<file path="src/logic/acc_pkg.sv">
// Package: register map, field layout, reset values, states and timing of the calibration control
package acc_pkg;

    // ************************************************************
    // Bus geometry
    // ************************************************************
    localparam int ADDR_W = 8;
    localparam int DATA_W = 8;

    // ************************************************************
    // Register offsets
    // ************************************************************
    localparam logic [7:0] OFF_CAL_ENABLE  = 8'h61;
    localparam logic [7:0] OFF_CALIBRATION_CONFIG_ZERO    = 8'h62;
    localparam logic [7:0] OFF_CALIBRATION_CONFIG_ONE    = 8'h65;
    localparam logic [7:0] OFF_CAL_STATUS  = 8'h6A;
    localparam logic [7:0] OFF_IRQ_STATUS  = 8'h70;
    localparam logic [7:0] OFF_IRQ_MASK    = 8'h71;

    // ************************************************************
    // Reset values
    // ************************************************************
    localparam logic [7:0] RST_CAL_ENABLE = 8'h01;
    localparam logic [7:0] RST_CALIBRATION_CONFIG_ZERO   = 8'h01;
    localparam logic [7:0] RST_CALIBRATION_CONFIG_ONE   = 8'h01;
    localparam logic [2:0] RST_IRQ_MASK   = 3'h0;

    // ************************************************************
    // Field positions
    // ************************************************************
    localparam int BIT_RUN_ENABLE  = 0; // calibration_enable
    localparam int BIT_BG_OFFSET   = 3; // calibration_config_zero
    localparam int BIT_FG_OFFSET   = 2;
    localparam int BIT_BG_CAL      = 1;
    localparam int BIT_FG_CAL      = 0;
    localparam int BIT_OFFSET_REF  = 2; // calibration_config_one
    localparam int BIT_FG_COMPLETE = 0; // status
    localparam int BIT_STOPPED     = 1;
    localparam int POS_STATE_LO    = 2;
    localparam int POS_STATE_HI    = 4;

    // ************************************************************
    // Interrupt events
    // ************************************************************
    localparam int N_EVT        = 3;
    localparam int EVT_FOREGROUND_COMPLETE_FLAG  = 0;
    localparam int EVT_BG_START = 1;
    localparam int EVT_HELD     = 2;

    // ************************************************************
    // Timing
    // ************************************************************
    localparam int CLK_PERIOD_NS  = 10;
    localparam int DIV_RST_NS     = 100; // Least divider reset after re-enable
    localparam int DIV_RST_CYCLES = (DIV_RST_NS + CLK_PERIOD_NS - 1) / CLK_PERIOD_NS;
    localparam int DIV_CNT_W      = 4;

    // ************************************************************
    // Sequencer states
    // ************************************************************
    typedef enum logic [2:0] {
        ST_HOLD  = 3'b000,
        ST_CLEAR = 3'b001,
        ST_FG    = 3'b010,
        ST_BG    = 3'b011,
        ST_DONE  = 3'b100
    } acc_state_e;

endpackage

</file>
<file path="src/logic/acc_div_reset.sv">
// Divider reset stretcher: holds the clock dividers in reset while calibration is held
module acc_div_reset (
    input  wire logic core_clk,
    input  wire logic reset_n,
    input  wire logic run_enable,
    output logic      divider_reset
);

    logic [acc_pkg::DIV_CNT_W-1:0] hold_cnt;

    // Count restarts whenever enable is low; dividers released only after the count
    always_ff @(posedge core_clk or negedge reset_n) begin
        if (!reset_n) begin
            hold_cnt <= acc_pkg::DIV_CNT_W'(acc_pkg::DIV_RST_CYCLES);
        end else if (!run_enable) begin
            hold_cnt <= acc_pkg::DIV_CNT_W'(acc_pkg::DIV_RST_CYCLES);
        end else if (hold_cnt != '0) begin
            hold_cnt <= hold_cnt - 1'b1;
        end
    end

    // Registered so the divider reset never glitches on a bus write
    always_ff @(posedge core_clk or negedge reset_n) begin
        if (!reset_n) begin
            divider_reset <= 1'b1;
        end else begin
            divider_reset <= !run_enable || (hold_cnt > 1);
        end
    end

endmodule // acc_div_reset

</file>
<file path="src/logic/acc_irq.sv">
// Interrupt block: sticky event bits, write-one-to-clear, mask and one level output
module acc_irq (
    input  wire logic                      core_clk,
    input  wire logic                      reset_n,
    input  wire logic [acc_pkg::N_EVT-1:0] evt,
    input  wire logic                      clr_wr,
    input  wire logic                      mask_wr,
    input  wire logic [acc_pkg::N_EVT-1:0] wdata,
    output logic      [acc_pkg::N_EVT-1:0] status,
    output logic      [acc_pkg::N_EVT-1:0] mask,
    output logic                           irq
);

    // Sticky bits; a new event in the clearing cycle wins over the clear
    for (genvar i = 0; i < acc_pkg::N_EVT; i++) begin : g_sticky
        always_ff @(posedge core_clk or negedge reset_n) begin
            if (!reset_n) begin
                status[i] <= 1'b0;
            end else begin
                status[i] <= evt[i] | (status[i] & !(clr_wr & wdata[i]));
            end
        end
    end

    // Mask register, one enables the matching event onto the line
    always_ff @(posedge core_clk or negedge reset_n) begin
        if (!reset_n) begin
            mask <= acc_pkg::RST_IRQ_MASK;
        end else if (mask_wr) begin
            mask <= wdata;
        end
    end

    // Level output
    always_ff @(posedge core_clk or negedge reset_n) begin
        if (!reset_n) begin
            irq <= 1'b0;
        end else begin
            irq <= |(status & mask);
        end
    end

endmodule // acc_irq

</file>
<file path="src/logic/acc_cal_ctrl.sv">
// Calibration control: registers, sequencer and engine controls of the converter calibration
//
// Chosen here: the plain strobed port.
module acc_cal_ctrl (
    input  wire logic                       core_clk,
    input  wire logic                       reset_n,
    input  wire logic [acc_pkg::ADDR_W-1:0] reg_addr,
    input  wire logic [acc_pkg::DATA_W-1:0] reg_wdata,
    input  wire logic                       reg_wr,
    input  wire logic                       reg_rd,
    output logic      [acc_pkg::DATA_W-1:0] reg_rdata,
    input  wire logic                       fg_cal_finished,
    output logic                            cal_engine_hold,
    output logic                            divider_reset,
    output logic                            cal_values_clear,
    output logic                            fg_cal_run,
    output logic                            fg_offset_cal_run,
    output logic                            bg_cal_run,
    output logic                            bg_offset_cal_run,
    output logic                            offset_ref_spare,
    output logic                            offset_ref_midcode,
    output logic                            foreground_complete_flag,
    output logic                            irq
);

    // ************************************************************
    // Address decode
    // ************************************************************

    // Shared by write and read paths
    function automatic logic reg_hit(input logic [acc_pkg::ADDR_W-1:0] addr,
                                     input logic [acc_pkg::ADDR_W-1:0] offset);
        reg_hit = (addr == offset);
    endfunction

    logic wr_enable;
    logic wr_cfg0;
    logic wr_cfg1;
    logic wr_irq_status;
    logic wr_irq_mask;

    // Write strobes per register
    assign wr_enable     = reg_wr && reg_hit(reg_addr, acc_pkg::OFF_CAL_ENABLE);
    assign wr_cfg0       = reg_wr && reg_hit(reg_addr, acc_pkg::OFF_CALIBRATION_CONFIG_ZERO);
    assign wr_cfg1       = reg_wr && reg_hit(reg_addr, acc_pkg::OFF_CALIBRATION_CONFIG_ONE);
    assign wr_irq_status = reg_wr && reg_hit(reg_addr, acc_pkg::OFF_IRQ_STATUS);
    assign wr_irq_mask   = reg_wr && reg_hit(reg_addr, acc_pkg::OFF_IRQ_MASK);

    // ************************************************************
    // Software registers
    // ************************************************************

    logic [acc_pkg::DATA_W-1:0] calibration_enable;
    logic [acc_pkg::DATA_W-1:0] calibration_config_zero;
    logic [acc_pkg::DATA_W-1:0] calibration_config_one;

    // Reserved bits are stored as written; software keeps them at reset values
    always_ff @(posedge core_clk or negedge reset_n) begin
        if (!reset_n) begin
            calibration_enable <= acc_pkg::RST_CAL_ENABLE;
        end else if (wr_enable) begin
            calibration_enable <= reg_wdata;
        end
    end

    // Configuration zero: calibration mode selection
    always_ff @(posedge core_clk or negedge reset_n) begin
        if (!reset_n) begin
            calibration_config_zero <= acc_pkg::RST_CALIBRATION_CONFIG_ZERO;
        end else if (wr_cfg0) begin
            calibration_config_zero <= reg_wdata;
        end
    end

    // Configuration one: offset reference selection
    always_ff @(posedge core_clk or negedge reset_n) begin
        if (!reset_n) begin
            calibration_config_one <= acc_pkg::RST_CALIBRATION_CONFIG_ONE;
        end else if (wr_cfg1) begin
            calibration_config_one <= reg_wdata;
        end
    end

    logic run_enable;
    logic background_offset_cal_on;
    logic foreground_offset_cal_on;
    logic background_cal_on;
    logic foreground_cal_on;
    logic offset_reference_select;

    // Field extraction
    assign run_enable               = calibration_enable[acc_pkg::BIT_RUN_ENABLE];
    assign background_offset_cal_on = calibration_config_zero[acc_pkg::BIT_BG_OFFSET];
    assign foreground_offset_cal_on = calibration_config_zero[acc_pkg::BIT_FG_OFFSET];
    assign background_cal_on        = calibration_config_zero[acc_pkg::BIT_BG_CAL];
    assign foreground_cal_on        = calibration_config_zero[acc_pkg::BIT_FG_CAL];
    assign offset_reference_select  = calibration_config_one[acc_pkg::BIT_OFFSET_REF];

    // ************************************************************
    // Run-enable edge detection
    // ************************************************************

    logic run_enable_q;
    logic run_rise;
    logic run_fall;

    // Previous value resets low so the reset-default enable starts a calibration
    always_ff @(posedge core_clk or negedge reset_n) begin
        if (!reset_n) begin
            run_enable_q <= 1'b0;
        end else begin
            run_enable_q <= run_enable;
        end
    end

    assign run_rise = run_enable && !run_enable_q;
    assign run_fall = !run_enable && run_enable_q;

    // ************************************************************
    // Calibration sequencer
    // ************************************************************

    acc_pkg::acc_state_e state;
    acc_pkg::acc_state_e next_state;

    // Next state; clearing run-enable aborts from any state
    always_comb begin
        next_state = state;
        if (!run_enable) begin
            next_state = acc_pkg::ST_HOLD;
        end else begin
            case (state)
                acc_pkg::ST_HOLD: begin
                    if (run_rise) begin
                        next_state = acc_pkg::ST_CLEAR;
                    end
                end
                acc_pkg::ST_CLEAR: begin
                    // Values are always reset; foreground pass is optional
                    if (foreground_cal_on) begin
                        next_state = acc_pkg::ST_FG;
                    end else if (background_cal_on) begin
                        next_state = acc_pkg::ST_BG;
                    end else begin
                        next_state = acc_pkg::ST_DONE;
                    end
                end
                acc_pkg::ST_FG: begin
                    if (fg_cal_finished) begin
                        if (background_cal_on) begin
                            next_state = acc_pkg::ST_BG;
                        end else begin
                            next_state = acc_pkg::ST_DONE;
                        end
                    end
                end
                acc_pkg::ST_BG: begin
                    // Background runs until software turns it off
                    if (!background_cal_on) begin
                        next_state = acc_pkg::ST_DONE;
                    end
                end
                acc_pkg::ST_DONE: begin
                    if (background_cal_on) begin
                        next_state = acc_pkg::ST_BG;
                    end
                end
                default: begin
                    next_state = acc_pkg::ST_HOLD;
                end
            endcase
        end
    end

    // State register
    always_ff @(posedge core_clk or negedge reset_n) begin
        if (!reset_n) begin
            state <= acc_pkg::ST_HOLD;
        end else begin
            state <= next_state;
        end
    end

    // ************************************************************
    // Engine controls
    // ************************************************************

    logic foreground_complete_flag_event;
    logic bg_start_event;

    assign foreground_complete_flag_event  = (state == acc_pkg::ST_FG) && fg_cal_finished && run_enable;
    assign bg_start_event = (next_state == acc_pkg::ST_BG) && (state != acc_pkg::ST_BG);

    // Registered engine controls, decoded from next_state so they change on the same edge as the state
    always_ff @(posedge core_clk or negedge reset_n) begin
        if (!reset_n) begin
            cal_engine_hold   <= 1'b1;
            cal_values_clear  <= 1'b0;
            fg_cal_run        <= 1'b0;
            fg_offset_cal_run <= 1'b0;
            bg_cal_run        <= 1'b0;
            bg_offset_cal_run <= 1'b0;
        end else begin
            cal_engine_hold   <= (next_state == acc_pkg::ST_HOLD);
            cal_values_clear  <= (next_state == acc_pkg::ST_CLEAR);
            fg_cal_run        <= (next_state == acc_pkg::ST_FG);
            // Offset passes only ride on their parent calibration
            fg_offset_cal_run <= (next_state == acc_pkg::ST_FG)
                                 && foreground_offset_cal_on;
            bg_cal_run        <= (next_state == acc_pkg::ST_BG);
            bg_offset_cal_run <= (next_state == acc_pkg::ST_BG)
                                 && background_offset_cal_on;
        end
    end

    // Offset reference; spare mode is undefined without background calibration
    always_ff @(posedge core_clk or negedge reset_n) begin
        if (!reset_n) begin
            offset_ref_spare   <= 1'b0;
            offset_ref_midcode <= 1'b1;
        end else begin
            offset_ref_spare   <= offset_reference_select;
            offset_ref_midcode <= !offset_reference_select;
        end
    end

    // Foreground complete: set on finish or on skip, cleared while held
    always_ff @(posedge core_clk or negedge reset_n) begin
        if (!reset_n) begin
            foreground_complete_flag <= 1'b0;
        end else if (!run_enable) begin
            foreground_complete_flag <= 1'b0;
        end else if (foreground_complete_flag_event) begin
            foreground_complete_flag <= 1'b1;
        end else if ((state == acc_pkg::ST_CLEAR) && !foreground_cal_on) begin
            foreground_complete_flag <= 1'b1;
        end
    end

    // ************************************************************
    // Divider reset and interrupts
    // ************************************************************

    // Dividers follow run-enable with a minimum release delay
    acc_div_reset u_div_reset (
        .core_clk      (core_clk),
        .reset_n       (reset_n),
        .run_enable    (run_enable),
        .divider_reset (divider_reset)
    );

    logic [acc_pkg::N_EVT-1:0] irq_evt;
    logic [acc_pkg::N_EVT-1:0] irq_status;
    logic [acc_pkg::N_EVT-1:0] irq_mask;
    logic                      fg_flag_q;

    // Edge of the complete flag covers both finish and skip
    always_ff @(posedge core_clk or negedge reset_n) begin
        if (!reset_n) begin
            fg_flag_q <= 1'b0;
        end else begin
            fg_flag_q <= foreground_complete_flag;
        end
    end

    always_comb begin
        irq_evt                        = '0;
        irq_evt[acc_pkg::EVT_FOREGROUND_COMPLETE_FLAG]  = foreground_complete_flag && !fg_flag_q;
        irq_evt[acc_pkg::EVT_BG_START] = bg_start_event;
        irq_evt[acc_pkg::EVT_HELD]     = run_fall;
    end

    acc_irq u_irq (
        .core_clk (core_clk),
        .reset_n  (reset_n),
        .evt      (irq_evt),
        .clr_wr   (wr_irq_status),
        .mask_wr  (wr_irq_mask),
        .wdata    (reg_wdata[acc_pkg::N_EVT-1:0]),
        .status   (irq_status),
        .mask     (irq_mask),
        .irq      (irq)
    );

    // ************************************************************
    // Read path
    // ************************************************************

    logic [acc_pkg::DATA_W-1:0] cal_status;

    // Status view: flag, stopped indication and sequencer state
    always_comb begin
        cal_status = '0;
        cal_status[acc_pkg::BIT_FG_COMPLETE] = foreground_complete_flag;
        cal_status[acc_pkg::BIT_STOPPED]     = (state == acc_pkg::ST_DONE);
        cal_status[acc_pkg::POS_STATE_HI:acc_pkg::POS_STATE_LO] = state;
    end

    // Read data stands only in the cycle after the strobe; unmapped reads zero
    always_ff @(posedge core_clk or negedge reset_n) begin
        if (!reset_n) begin
            reg_rdata <= '0;
        end else if (!reg_rd) begin
            reg_rdata <= '0;
        end else if (reg_hit(reg_addr, acc_pkg::OFF_CAL_ENABLE)) begin
            reg_rdata <= calibration_enable;
        end else if (reg_hit(reg_addr, acc_pkg::OFF_CALIBRATION_CONFIG_ZERO)) begin
            reg_rdata <= calibration_config_zero;
        end else if (reg_hit(reg_addr, acc_pkg::OFF_CALIBRATION_CONFIG_ONE)) begin
            reg_rdata <= calibration_config_one;
        end else if (reg_hit(reg_addr, acc_pkg::OFF_CAL_STATUS)) begin
            reg_rdata <= cal_status;
        end else if (reg_hit(reg_addr, acc_pkg::OFF_IRQ_STATUS)) begin
            reg_rdata <= {{(acc_pkg::DATA_W - acc_pkg::N_EVT){1'b0}}, irq_status};
        end else if (reg_hit(reg_addr, acc_pkg::OFF_IRQ_MASK)) begin
            reg_rdata <= {{(acc_pkg::DATA_W - acc_pkg::N_EVT){1'b0}}, irq_mask};
        end else begin
            reg_rdata <= '0;
        end
    end

endmodule // acc_cal_ctrl

</file>
<file path="config.mk">
export PLATFORM = sky130hd
export DESIGN_NAME = acc_cal_ctrl
export DESIGN_NICKNAME = d
export VERILOG_FILES = /design/src/logic/acc_pkg.sv /design/src/logic/acc_div_reset.sv /design/src/logic/acc_irq.sv /design/src/logic/acc_cal_ctrl.sv
export SDC_FILE = /design/constraint.sdc
export NUM_CORES = 1
export LEC_CHECK = 0
export ABC_AREA = 1
export ABC_CLOCK_PERIOD_IN_PS = 2100
export BUFFER_PORTS_ARGS = -buffer_cell sky130_fd_sc_hd__buf_4
export CORE_MARGIN = 3
export CORE_UTILIZATION = 40
export DETAILED_ROUTE_END_ITERATION = 8
export PLACE_DENSITY = 0.56
export REMOVE_ABC_BUFFERS = 1
export SYNTH_ARGS = -nofsm -noshare
export SYNTH_HDL_FRONTEND = slang
export SYNTH_SLANG_ARGS = --single-unit
export TNS_END_PERCENT = 30
</file>
<file path="constraint.sdc">
create_clock -name core_clk -period 2.1 [get_ports core_clk]
set_input_delay 0 -clock core_clk [delete_from_list [all_inputs] [get_ports core_clk]]
set_output_delay 0 -clock core_clk [all_outputs]
set_load 0.02 [all_outputs]
</file>
# --- After elaboration in Yosys (flattened, before gate mapping) ---
# Cells that the tools add are included.
classes:
  addsub: 1
  mux: 20
  n_lt_le_gt_ge: 1
  eq_ne: 16
  n_bitwise: 10
  reduce_logical: 27
ops:
  columns: ["cell", "n"]
  rows:
  - ["8-bit by 7-bit equality test with 1-bit output, second input constant", 6]
  - ["8-bit two-way mux", 4]
  - ["3-bit two-way mux", 9]
  - ["3-bit one-hot mux with 5 select lines", 1]
  - ["1-bit logical AND", 14]
  - ["3-bit by 2-bit equality test with 1-bit output, second input constant", 4]
  - ["1-bit zero test", 8]
  - ["4-bit two-way mux", 2]
  - ["1-bit bitwise AND", 6]
  - ["3-bit by 1-bit equality test with 1-bit output, second input constant", 2]
  - ["3-bit zero test", 2]
  - ["5-bit two-way mux", 1]
  - ["4-bit by 1-bit > comparator with 1-bit output, second input constant", 1]
  - ["4-bit nonzero test", 1]
  - ["4-bit by 1-bit subtractor with 4-bit output, second input constant", 1]
  - ["3-bit bitwise AND", 1]
  - ["3-bit equality test, second input constant", 1]
  - ["1-bit two-way mux", 3]
  - ["3-bit by 1-bit inequality test with 1-bit output, second input constant", 1]
  - ["3-bit by 2-bit inequality test with 1-bit output, second input constant", 1]
  - ["1-bit OR", 3]
  - ["3-bit OR reduction", 1]
  - ["2-bit by 1-bit inequality test with 1-bit output, second input constant", 1]
  - ["1-bit logical OR", 1]
totals:
  reg_bits: 58
  input_bits: 21
  elab_cells: 98
  out_inout_bits: 19

# --- Logic depth before layout (Yosys ltp) ---
# Gate-level depths: netlist of run 1.
depth:
  depth_word: 8
  mapped_depth: 11

# --- By module ---
# Synthesis of run 1 repeated with hierarchy kept, for this count alone.
unflattened:
  cells_unflattened: 334
  hier_area_um2: 2795.2
by_module_without_submodules:
  columns: ["mod", "instances", "seq_area_each_um2", "cells_each", "area_per_inst_um2"]
  rows:
  - ["acc_cal_ctrl", 1, 1157.4, 274, 2258.4]
  - ["acc_irq", 1, 175.2, 32, 274.0]
  - ["acc_div_reset", 1, 128.9, 28, 262.8]

# --- Worst setup path after synthesis of run 1 ---
# OpenSTA, ideal clock, no wires.
synth_timing:
  path_kind: "register to register"
  startpoint: "reg calibration_enable[0] (netlist name)"
  endpoint: "reg bg_offset_cal_run"
  setup_slack_ns: 0.876
  n_path_buf: 1
  arrival_ns: 1.152
  period_less_slack_ns: 1.224
  required_ns: 2.029
  stages_incl_launch_ff: 6
  path_cell_list: "dfstp_2 -> clkbuf_1 -> inv_1 -> nor2_2 -> nand2_1 -> nor2_1"
synth_between:
  elab_chain_len: 6
synth_lines:
  columns: ["element", "line", "text"]
  rows:
  - ["start, declared", "acc_cal_ctrl.sv:53", "logic [acc_pkg::DATA_W-1:0] calibration_enable;"]
  - ["start signal, assigned", "acc_cal_ctrl.sv:60", "calibration_enable <= acc_pkg::RST_CAL_ENABLE;"]
  - ["start signal, assigned", "acc_cal_ctrl.sv:62", "calibration_enable <= reg_wdata;"]
  - ["1-bit logical AND", "acc_cal_ctrl.sv:116", "assign run_rise = run_enable && !run_enable_q;"]
  - ["3-bit two-way mux", "acc_cal_ctrl.sv:134", "if (run_rise) begin"]
  - ["3-bit one-hot mux with 5 select lines", "acc_cal_ctrl.sv:132", "case (state)"]
  - ["3-bit two-way mux (*)", "acc_cal_ctrl.sv:129", "if (!run_enable) begin"]
  - ["via next_state[1]", "acc_cal_ctrl.sv:124", "acc_pkg::acc_state_e next_state;"]
  - ["3-bit by 2-bit equality test with 1-bit output (*)", "acc_cal_ctrl.sv:211", "bg_offset_cal_run <= (next_state == acc_pkg::ST_BG)"]
  - ["1-bit logical AND (*)", "acc_cal_ctrl.sv:212", "&& background_offset_cal_on;"]
  - ["end signal, assigned", "acc_cal_ctrl.sv:211", null]
  - ["end, declared", "acc_cal_ctrl.sv:19", "output logic bg_offset_cal_run,"]
# The timed path passes the listed nets; every way through them passes the cells marked *.
# A chain may end at the register's enable or synchronous reset.

# --- Worst setup path in the final report of run 1 ---
layout_timing:
  startpoint: "reg state[0]"
  endpoint: "reg bg_offset_cal_run"
layout_between:
  elab_chain_len: 5
  elab_cells_between_ends: 13
  cone_classes: "eq/ne: 5; mux: 6; reduce/logical: 2"
layout_lines:
  columns: ["element", "line", "text"]
  rows:
  - ["start, declared", "acc_cal_ctrl.sv:123", "acc_pkg::acc_state_e state;"]
  - ["start signal, assigned", "acc_cal_ctrl.sv:178", "state <= acc_pkg::ST_HOLD;"]
  - ["start signal, assigned", "acc_cal_ctrl.sv:180", "state <= next_state;"]
  - ["3-bit equality test (tied with other cells)", "acc_cal_ctrl.sv:132", null]
  - ["3-bit one-hot mux with 5 select lines (*)", "acc_cal_ctrl.sv:132", null]
  - ["3-bit two-way mux (*)", "acc_cal_ctrl.sv:129", null]
  - ["3-bit by 2-bit equality test with 1-bit output (*)", "acc_cal_ctrl.sv:211", null]
  - ["1-bit logical AND (*)", "acc_cal_ctrl.sv:212", null]
# Mark *: on every way between the ends. The rest lies on a longest branch, timed or not.

==> results of run 1 <==
stage by stage:
stage                util  power, mW
global placement    0.475       1.41
floorplan               -       1.31
CTS                 0.520       2.43
finish              0.520       2.39
detailed placement  0.475       1.41
global route        0.520       2.52
power groups by stage:
stage          Combinational (mW)  Clock [mW]  Sequential, mW
2_1_floorplan              0.0899           0            1.22
3_3_place_gp                0.193           0            1.22
3_5_place_dp                0.195           0            1.22
4_1_cts                     0.210        1.03            1.20
5_1_grt                     0.235        1.08            1.20
6_report                    0.205       0.992            1.20
cells by family after synthesis:
kind of cell | synth area share
AND/OR/NAND/NOR | 0.246
AO/OA/AOI/OAI | 0.122
flip-flops | 0.533
buffers and inverters | 0.0826
XOR/XNOR | 0.00319
adder cells (fa/ha/maj) | 0.0137
registers in the layout, indices dropped and copies added (netlist names):
register	count
calibration_config_one	8
calibration_config_zero	8
calibration_enable	8
reg_rdata	8
u_div_reset.hold_cnt	4
state	3
u_irq.mask	3
u_irq.status	3
bg_cal_run	1
bg_offset_cal_run	1
cal_engine_hold	1
cal_values_clear	1
fg_cal_run	1
fg_flag_q	1
fg_offset_cal_run	1
foreground_complete_flag	1
offset_ref_midcode	1
offset_ref_spare	1
run_enable_q	1
u_div_reset.divider_reset	1
u_irq.irq	1
cell usage in the layout (no fill, tap or decap), types with 4 or more instances in the layout:
| cell | Yosys | final |
|---|---|---|
| a21oi_1 | 5 | 5 |
| buf_4 | 2 | 39 |
| clkbuf_8 | 0 | 10 |
| dfrtp_1 | 50 | 50 |
| dfstp_2 | 8 | 8 |
| dlygate4sd3_1 | 0 | 10 |
| inv_1 | 47 | 47 |
| nand2_1 | 82 | 82 |
| nand2_2 | 5 | 5 |
| nand3_1 | 20 | 20 |
| nor2_1 | 26 | 26 |
| nor2_2 | 4 | 4 |
| nor2_4 | 5 | 5 |
| nor3_1 | 4 | 4 |
| o21ai_0 | 32 | 32 |
| o21ai_1 | 4 | 4 |
| o21ai_2 | 7 | 7 |
worst max-delay path: cells and delay by family (launching register included):
family / cells / cell delay (ps)
AO/OA/AOI/OAI: 1 / 210
flip-flops: 1 / 420
AND/OR/NAND/NOR: 6 / 710
what timing repair did:
item | CTS | global route
endpoints found under the hold margin | 73 | 0
gates resized for setup | 0 | 0
hold buffers | 10 | 0
cell type report:
cell class / count / share of cell area
clock buffers: 13 / 0.0441
clock inverters: 3 / 0.0119
inverters: 48 / 0.0534
multi-input cells: 212 / 0.313
flip-flops and latches: 58 / 0.433
well taps: 77 / 0.0286
repair buffers: 49 / 0.116
metal layers:
| metal | up-vias | wire length (µm) | track usage |
|---|---|---|---|
| li1 | 1128 | - | - |
| met3 | 9 | 266 | 0.0354 |
| met2 | 41 | 2710 | 0.268 |
| met4 | 0 | 97 | 0.0824 |
| met1 | 988 | 2960 | 0.243 |
| met5 | - | 0 | 0 |
final timing paths:
kind                            startpoint                       end  slack [ps]
min in group asynchronous          reset_n                 fg_flag_q         260
max in group asynchronous          reset_n              reg_rdata[0]        1320
min reg2reg                      fg_flag_q           u_irq.status[0]         420
min                        fg_cal_finished  foreground_complete_flag          80
max                               state[0]         bg_offset_cal_run         680
max reg2reg                       state[0]         bg_offset_cal_run         680
==> flow_metrics.py, run 1 <==
metrics = {
    "power_and_ir_drop": {
        "internal_power_mw": 1.83,
        "leakage_nw": 1.72,
        "p_sw_mw": 0.566,
        "pwr-share-clk": 0.414,
        "p_comb_frac": 0.086,
        "switching_share": 0.236,
        "p_seq_frac": 0.500,
        "irDropWorstVdd_mv": 0.414,
        "power-per-cell-area_mw_per_mm2": 710,
    },
    "route": {
        "vias": 2166,
        "dr.pass1.iters": 4,
        "ant_nets": 0,
        "drc": 0,
        "wl_per_cell_um": 13.1,
        "via_per_inst": 4.71,
        "routed_wl_um": 6030,
        "drt_iter0_drc": 159,
    },
    "global_route": {
        "grt_max_degree": 59,
        "grt_pass1_vias": 2119,
        "grt_pass1_wl_um": 10400,
        "grt.total_usage": 0.177,
        "antenna_found_initial": 0,
        "grt.overflow.total": 0,
    },
    "setup_path": {
        "cp.arrival_ps": 1680,
        "end_kind": "flop",
        "cp-start-kind": "flop",
        "reg2reg_depth": 7,
        "crit_chain": "nor2_1, nand2_1, a21oi_2, nor2_1, nand2_1, nand2_1, nor2_1",
        "required_ps": 2360,
        "worst_path_max_delay_cell": "dfrtp_1",
        "crit_path_max_incr_delay_ps": 420,
        "worstSetupPathType": "reg -> reg",
        "critPathMaxFanout": 5,
    },
    "job": {
        "cap_viol_max_count": 0,
    },
    "synthesis": {
        "synth.most_common_cell": "nand2_1",
        "ys_types": 30,
        "yosys.area.top_type": "dfrtp_1",
        "syn_inst": 324,
        "yosysWarnings": 0,
        "synthTopCellsByCount": "82 x nand2_1, 50 x dfrtp_1, 47 x inv_1",
        "synth-seq-area-share": 0.533,
        "ys_ff_latch": 58,
        "avgSynthCellArea_um2": 8.46,
        "async_flop_share": 1.00,
        "synth_top_area_frac": 0.456,
        "synth_area_leaders": "dfrtp_1 46%, nand2_1 11%, dfstp_2 7.7%",
        "synth_edf_count": 0,
        "netlist_area_mm2": 0.00274,
        "synth_flop_cell": "dfrtp_1",
    },
    "cells_and_area": {
        "fillerInstances": 642,
        "areaGrowthSynthToFinish_pct": 23.0,
        "final_nets": 402,
        "multi_input_area_mm2": 0.00105,
        "seq_area_mm2": 0.00146,
        "fin_cells": 460,
        "design_area_mm2": 0.00337,
        "drive_gt1_frac": 0.225,
        "diodes": 0,
    },
    "clock_network": {
        "insertion_delay_ps": 330,
        "post-cts-setup-buffer-count": 0,
        "cts_root_buffer": "clkbuf_8",
        "cts_buffers": 9,
        "htree_levels": 3,
        "clk_pin_slew_ps": 60,
        "cts_sinks": 58,
        "clock_path_buffers": 2,
        "cts_tree": "done",
    },
    "sta": {
        "fmax_ghz": 0.706,
        "hold_slack_ps": 75.0,
        "slew_violations": 0,
        "min_period_ps": 1420,
        "slew_headroom": 0.504,
        "worstMarginPinSlew_ps": 743,
        "fin_skew_ps": 7.95,
        "period_share": 0.674,
        "hold_viol": 0,
        "setup_viol": 0,
        "rsz0062_at_grt": "no",
        "tns_ps": 0,
        "setup_ws_ps": 684,
    },
    "die": {
        "die_area_mm2": 0.00789,
        "rows": 29,
        "core_area_mm2": 0.00649,
        "die_h_um": 88.8,
        "initial_core_util": 0.422,
        "io_pins": 40,
        "die_w_um": 88.8,
    },
    "placed_design": {
        "place_inst": 434,
        "dp_slack_ps": 720,
        "port_buffers": 39,
        "place_area_mm2": 0.00309,
        "place_hpwl_um": 4290,
        "gp_congestion": 0.787,
    },
    "hold_path": {
        "hold_path_depth": 5,
        "hp-class": "in -> reg",
    },
    "run_status": {
        "outcome": "finished clean",
    },
}
No activity file was read; power rests on OpenSTA's default activity.
==> inputs of run 2 (changes only) <==
--- a/config.mk
+++ b/config.mk
@@ -6,12 +6,12 @@
 export NUM_CORES = 1
 export LEC_CHECK = 0
 export ABC_AREA = 1
-export ABC_CLOCK_PERIOD_IN_PS = 2100
+export ABC_CLOCK_PERIOD_IN_PS = 1100
 export BUFFER_PORTS_ARGS = -buffer_cell sky130_fd_sc_hd__buf_4
 export CORE_MARGIN = 3
 export CORE_UTILIZATION = 40
 export DETAILED_ROUTE_END_ITERATION = 8
-export PLACE_DENSITY = 0.56
+export PLACE_DENSITY = 0.59
 export REMOVE_ABC_BUFFERS = 1
 export SYNTH_ARGS = -nofsm -noshare
 export SYNTH_HDL_FRONTEND = slang
==> constraint.sdc (replaced) <==
create_clock -name core_clk -period 1.1 [get_ports core_clk]
set_input_delay 0 -clock core_clk [delete_from_list [all_inputs] [get_ports core_clk]]
set_output_delay 0 -clock core_clk [all_outputs]
set_load 0.02 [all_outputs]
==> flow_metrics.py, run 2 (synthesized netlist as in run 1, its figures left out) <==
metrics = {
    "clock_network": {
        "cts_tree": "done",
        "insertion_delay_ps": 340,
        "cts_root_buffer": "clkbuf_8",
        "cts_buffers": 9,
        "clock_path_buffers": 2,
        "cts_sinks": 58,
        "clk_pin_slew_ps": 70,
        "htree_levels": 3,
    },
    "sta": {
        "hold_viol": 0,
        "fin_skew_ps": 7.48,
        "slew_violations": 0,
        "worstMarginPinSlew_ps": 360,
        "slew_headroom": 0.760,
        "hold_slack_ps": 65.9,
        "rsz0062_at_grt": "yes",
        "setup_ws_ps": -251,
        "period_share": 1.23,
        "setup_viol": 15,
        "min_period_ps": 1350,
        "fmax_ghz": 0.740,
    },
    "placed_design": {
        "dp_slack_ps": -225,
        "place_hpwl_um": 4690,
        "port_buffers": 39,
        "place_area_mm2": 0.00336,
        "gp_congestion": 0.829,
    },
    "die": {
        "die_w_um": 88.8,
        "core_area_mm2": 0.00649,
        "die_area_mm2": 0.00789,
        "rows": 29,
        "initial_core_util": 0.422,
        "io_pins": 40,
        "die_h_um": 88.8,
    },
    "setup_path": {
        "required_ps": 1360,
        "cp-start-kind": "flop",
        "worstSetupPathType": "reg -> reg",
        "cp.arrival_ps": 1620,
        "end_kind": "flop",
        "crit_start": "state[0]",
        "critPathMaxFanout": 5,
        "timing.rr.start": "state[0]",
    },
    "global_route": {
        "grt_pass1_vias": 2270,
        "grt_max_degree": 26,
        "grt.total_usage": 0.182,
        "grt_pass1_wl_um": 10800,
        "antenna_found_initial": 0,
        "grt.overflow.total": 0,
    },
    "cells_and_area": {
        "drive_gt1_frac": 0.357,
        "layout_commonest_cell": "nand2_1",
        "diodes": 0,
        "fillerInstances": 612,
        "final_nets": 436,
        "design_area_mm2": 0.00376,
        "areaGrowthSynthToFinish_pct": 37.0,
        "final_cell_mix": "75 x nand2_1, 69 x buf_4, 47 x dfrtp_1",
    },
    "power_and_ir_drop": {
        "switching_share": 0.261,
        "internal_power_mw": 3.31,
        "power-per-cell-area_mw_per_mm2": 1190,
        "pwr-share-clk": 0.383,
        "p_seq_frac": 0.509,
        "p_sw_mw": 1.17,
        "power_mw": 4.48,
        "p_comb_frac": 0.108,
        "irDropWorstVdd_mv": 0.585,
        "leakage_nw": 1.91,
    },
    "route": {
        "via_per_inst": 4.69,
        "wl_per_cell_um": 13.2,
        "routed_wl_um": 6520,
        "drc": 0,
        "ant_nets": 0,
        "dr.pass1.iters": 4,
        "vias": 2319,
        "drt_iter0_drc": 123,
    },
    "run_status": {
        "violations": "negative setup slack",
        "outcome": "finished, violations left",
    },
    "job": {
        "cap_viol_max_count": 0,
    },
    "hold_path": {
        "hp-start": "fg_cal_finished",
        "hp-class": "in -> reg",
    },
}
## run 2: changes by cell type in the layout (fill, tap and decap cells not counted), moves of 4 or more
cell,change
buf_4,+30
inv_1,-4
inv_2,+4
nand2_1,-7
nand2_2,+4
nor2_1,-5
nor2_2,+4
o21ai_0,-5
o21ai_1,+4
## run 2: area by class of cell
type	instances	area, µm²	area share
Sequential cell	58	1470	0.390
Inverter	48	180	0.0480
Timing Repair Buffer	83	689	0.184
Multi-Input combinational cell	212	1150	0.307
Clock buffer	11	141	0.0376
Tap cell	77	96.3	0.0256
Clock inverter	5	30.0	0.00799
## run 2: metal layers
layer	GRT usage	routed length, µm	vias up
li1	-	-	1200
met1	0.247	3150	1069
met2	0.281	2990	39
met3	0.0456	272	11
met4	0.0673	101	0
met5	0	0	-
## run 2: power groups by stage
stage               Sequential (mW)  Combinational [mW]  Clock (mW)
floorplan                      2.33               0.172           0
global placement               2.31               0.429           0
detailed placement             2.31               0.432           0
CTS                            2.28               0.468        1.76
global route                   2.29               0.543        1.86
finish                         2.28               0.482        1.72
## run 2: worst paths after layout
path	cells after the start	slack [ps]	to
max	7	-250	bg_offset_cal_run
min	5	70	foreground_complete_flag
max reg2reg	7	-250	bg_offset_cal_run
min reg2reg	1	420	u_irq.status[0]
max in group asynchronous	3	450	u_div_reset.hold_cnt[1]
min in group asynchronous	2	120	reg_rdata[6]
## run 2: what timing repair did
item	in CTS	in global routing
hold buffers	10	0
pin swaps	5	10
endpoints found under the hold margin	81	0
setup buffers	1	1
gates resized for setup	13	26
endpoints found under the setup margin	15	17
## run 2: worst max-delay path, cell delays in order, from the launching register on
cell	delay, ps
dfrtp_2	470
nor2_4	160
nand2_2	110
a21oi_4	160
nor2_2	70
nor2_2	160
nand2_2	80
nor2_2	80
## run 2: metrics by stage
| step | util | cells | setup TNS, ps |
|---|---|---|---|
| after global routing | 0.578 | 494 | -3180 |
| after CTS | 0.566 | 493 | -1520 |
| final | 0.578 | 494 | -1970 |
| after floorplan | - | 318 | -259 |
| after detailed placement | 0.518 | 466 | -1990 |
| after global placement | 0.518 | 466 | -1400 |
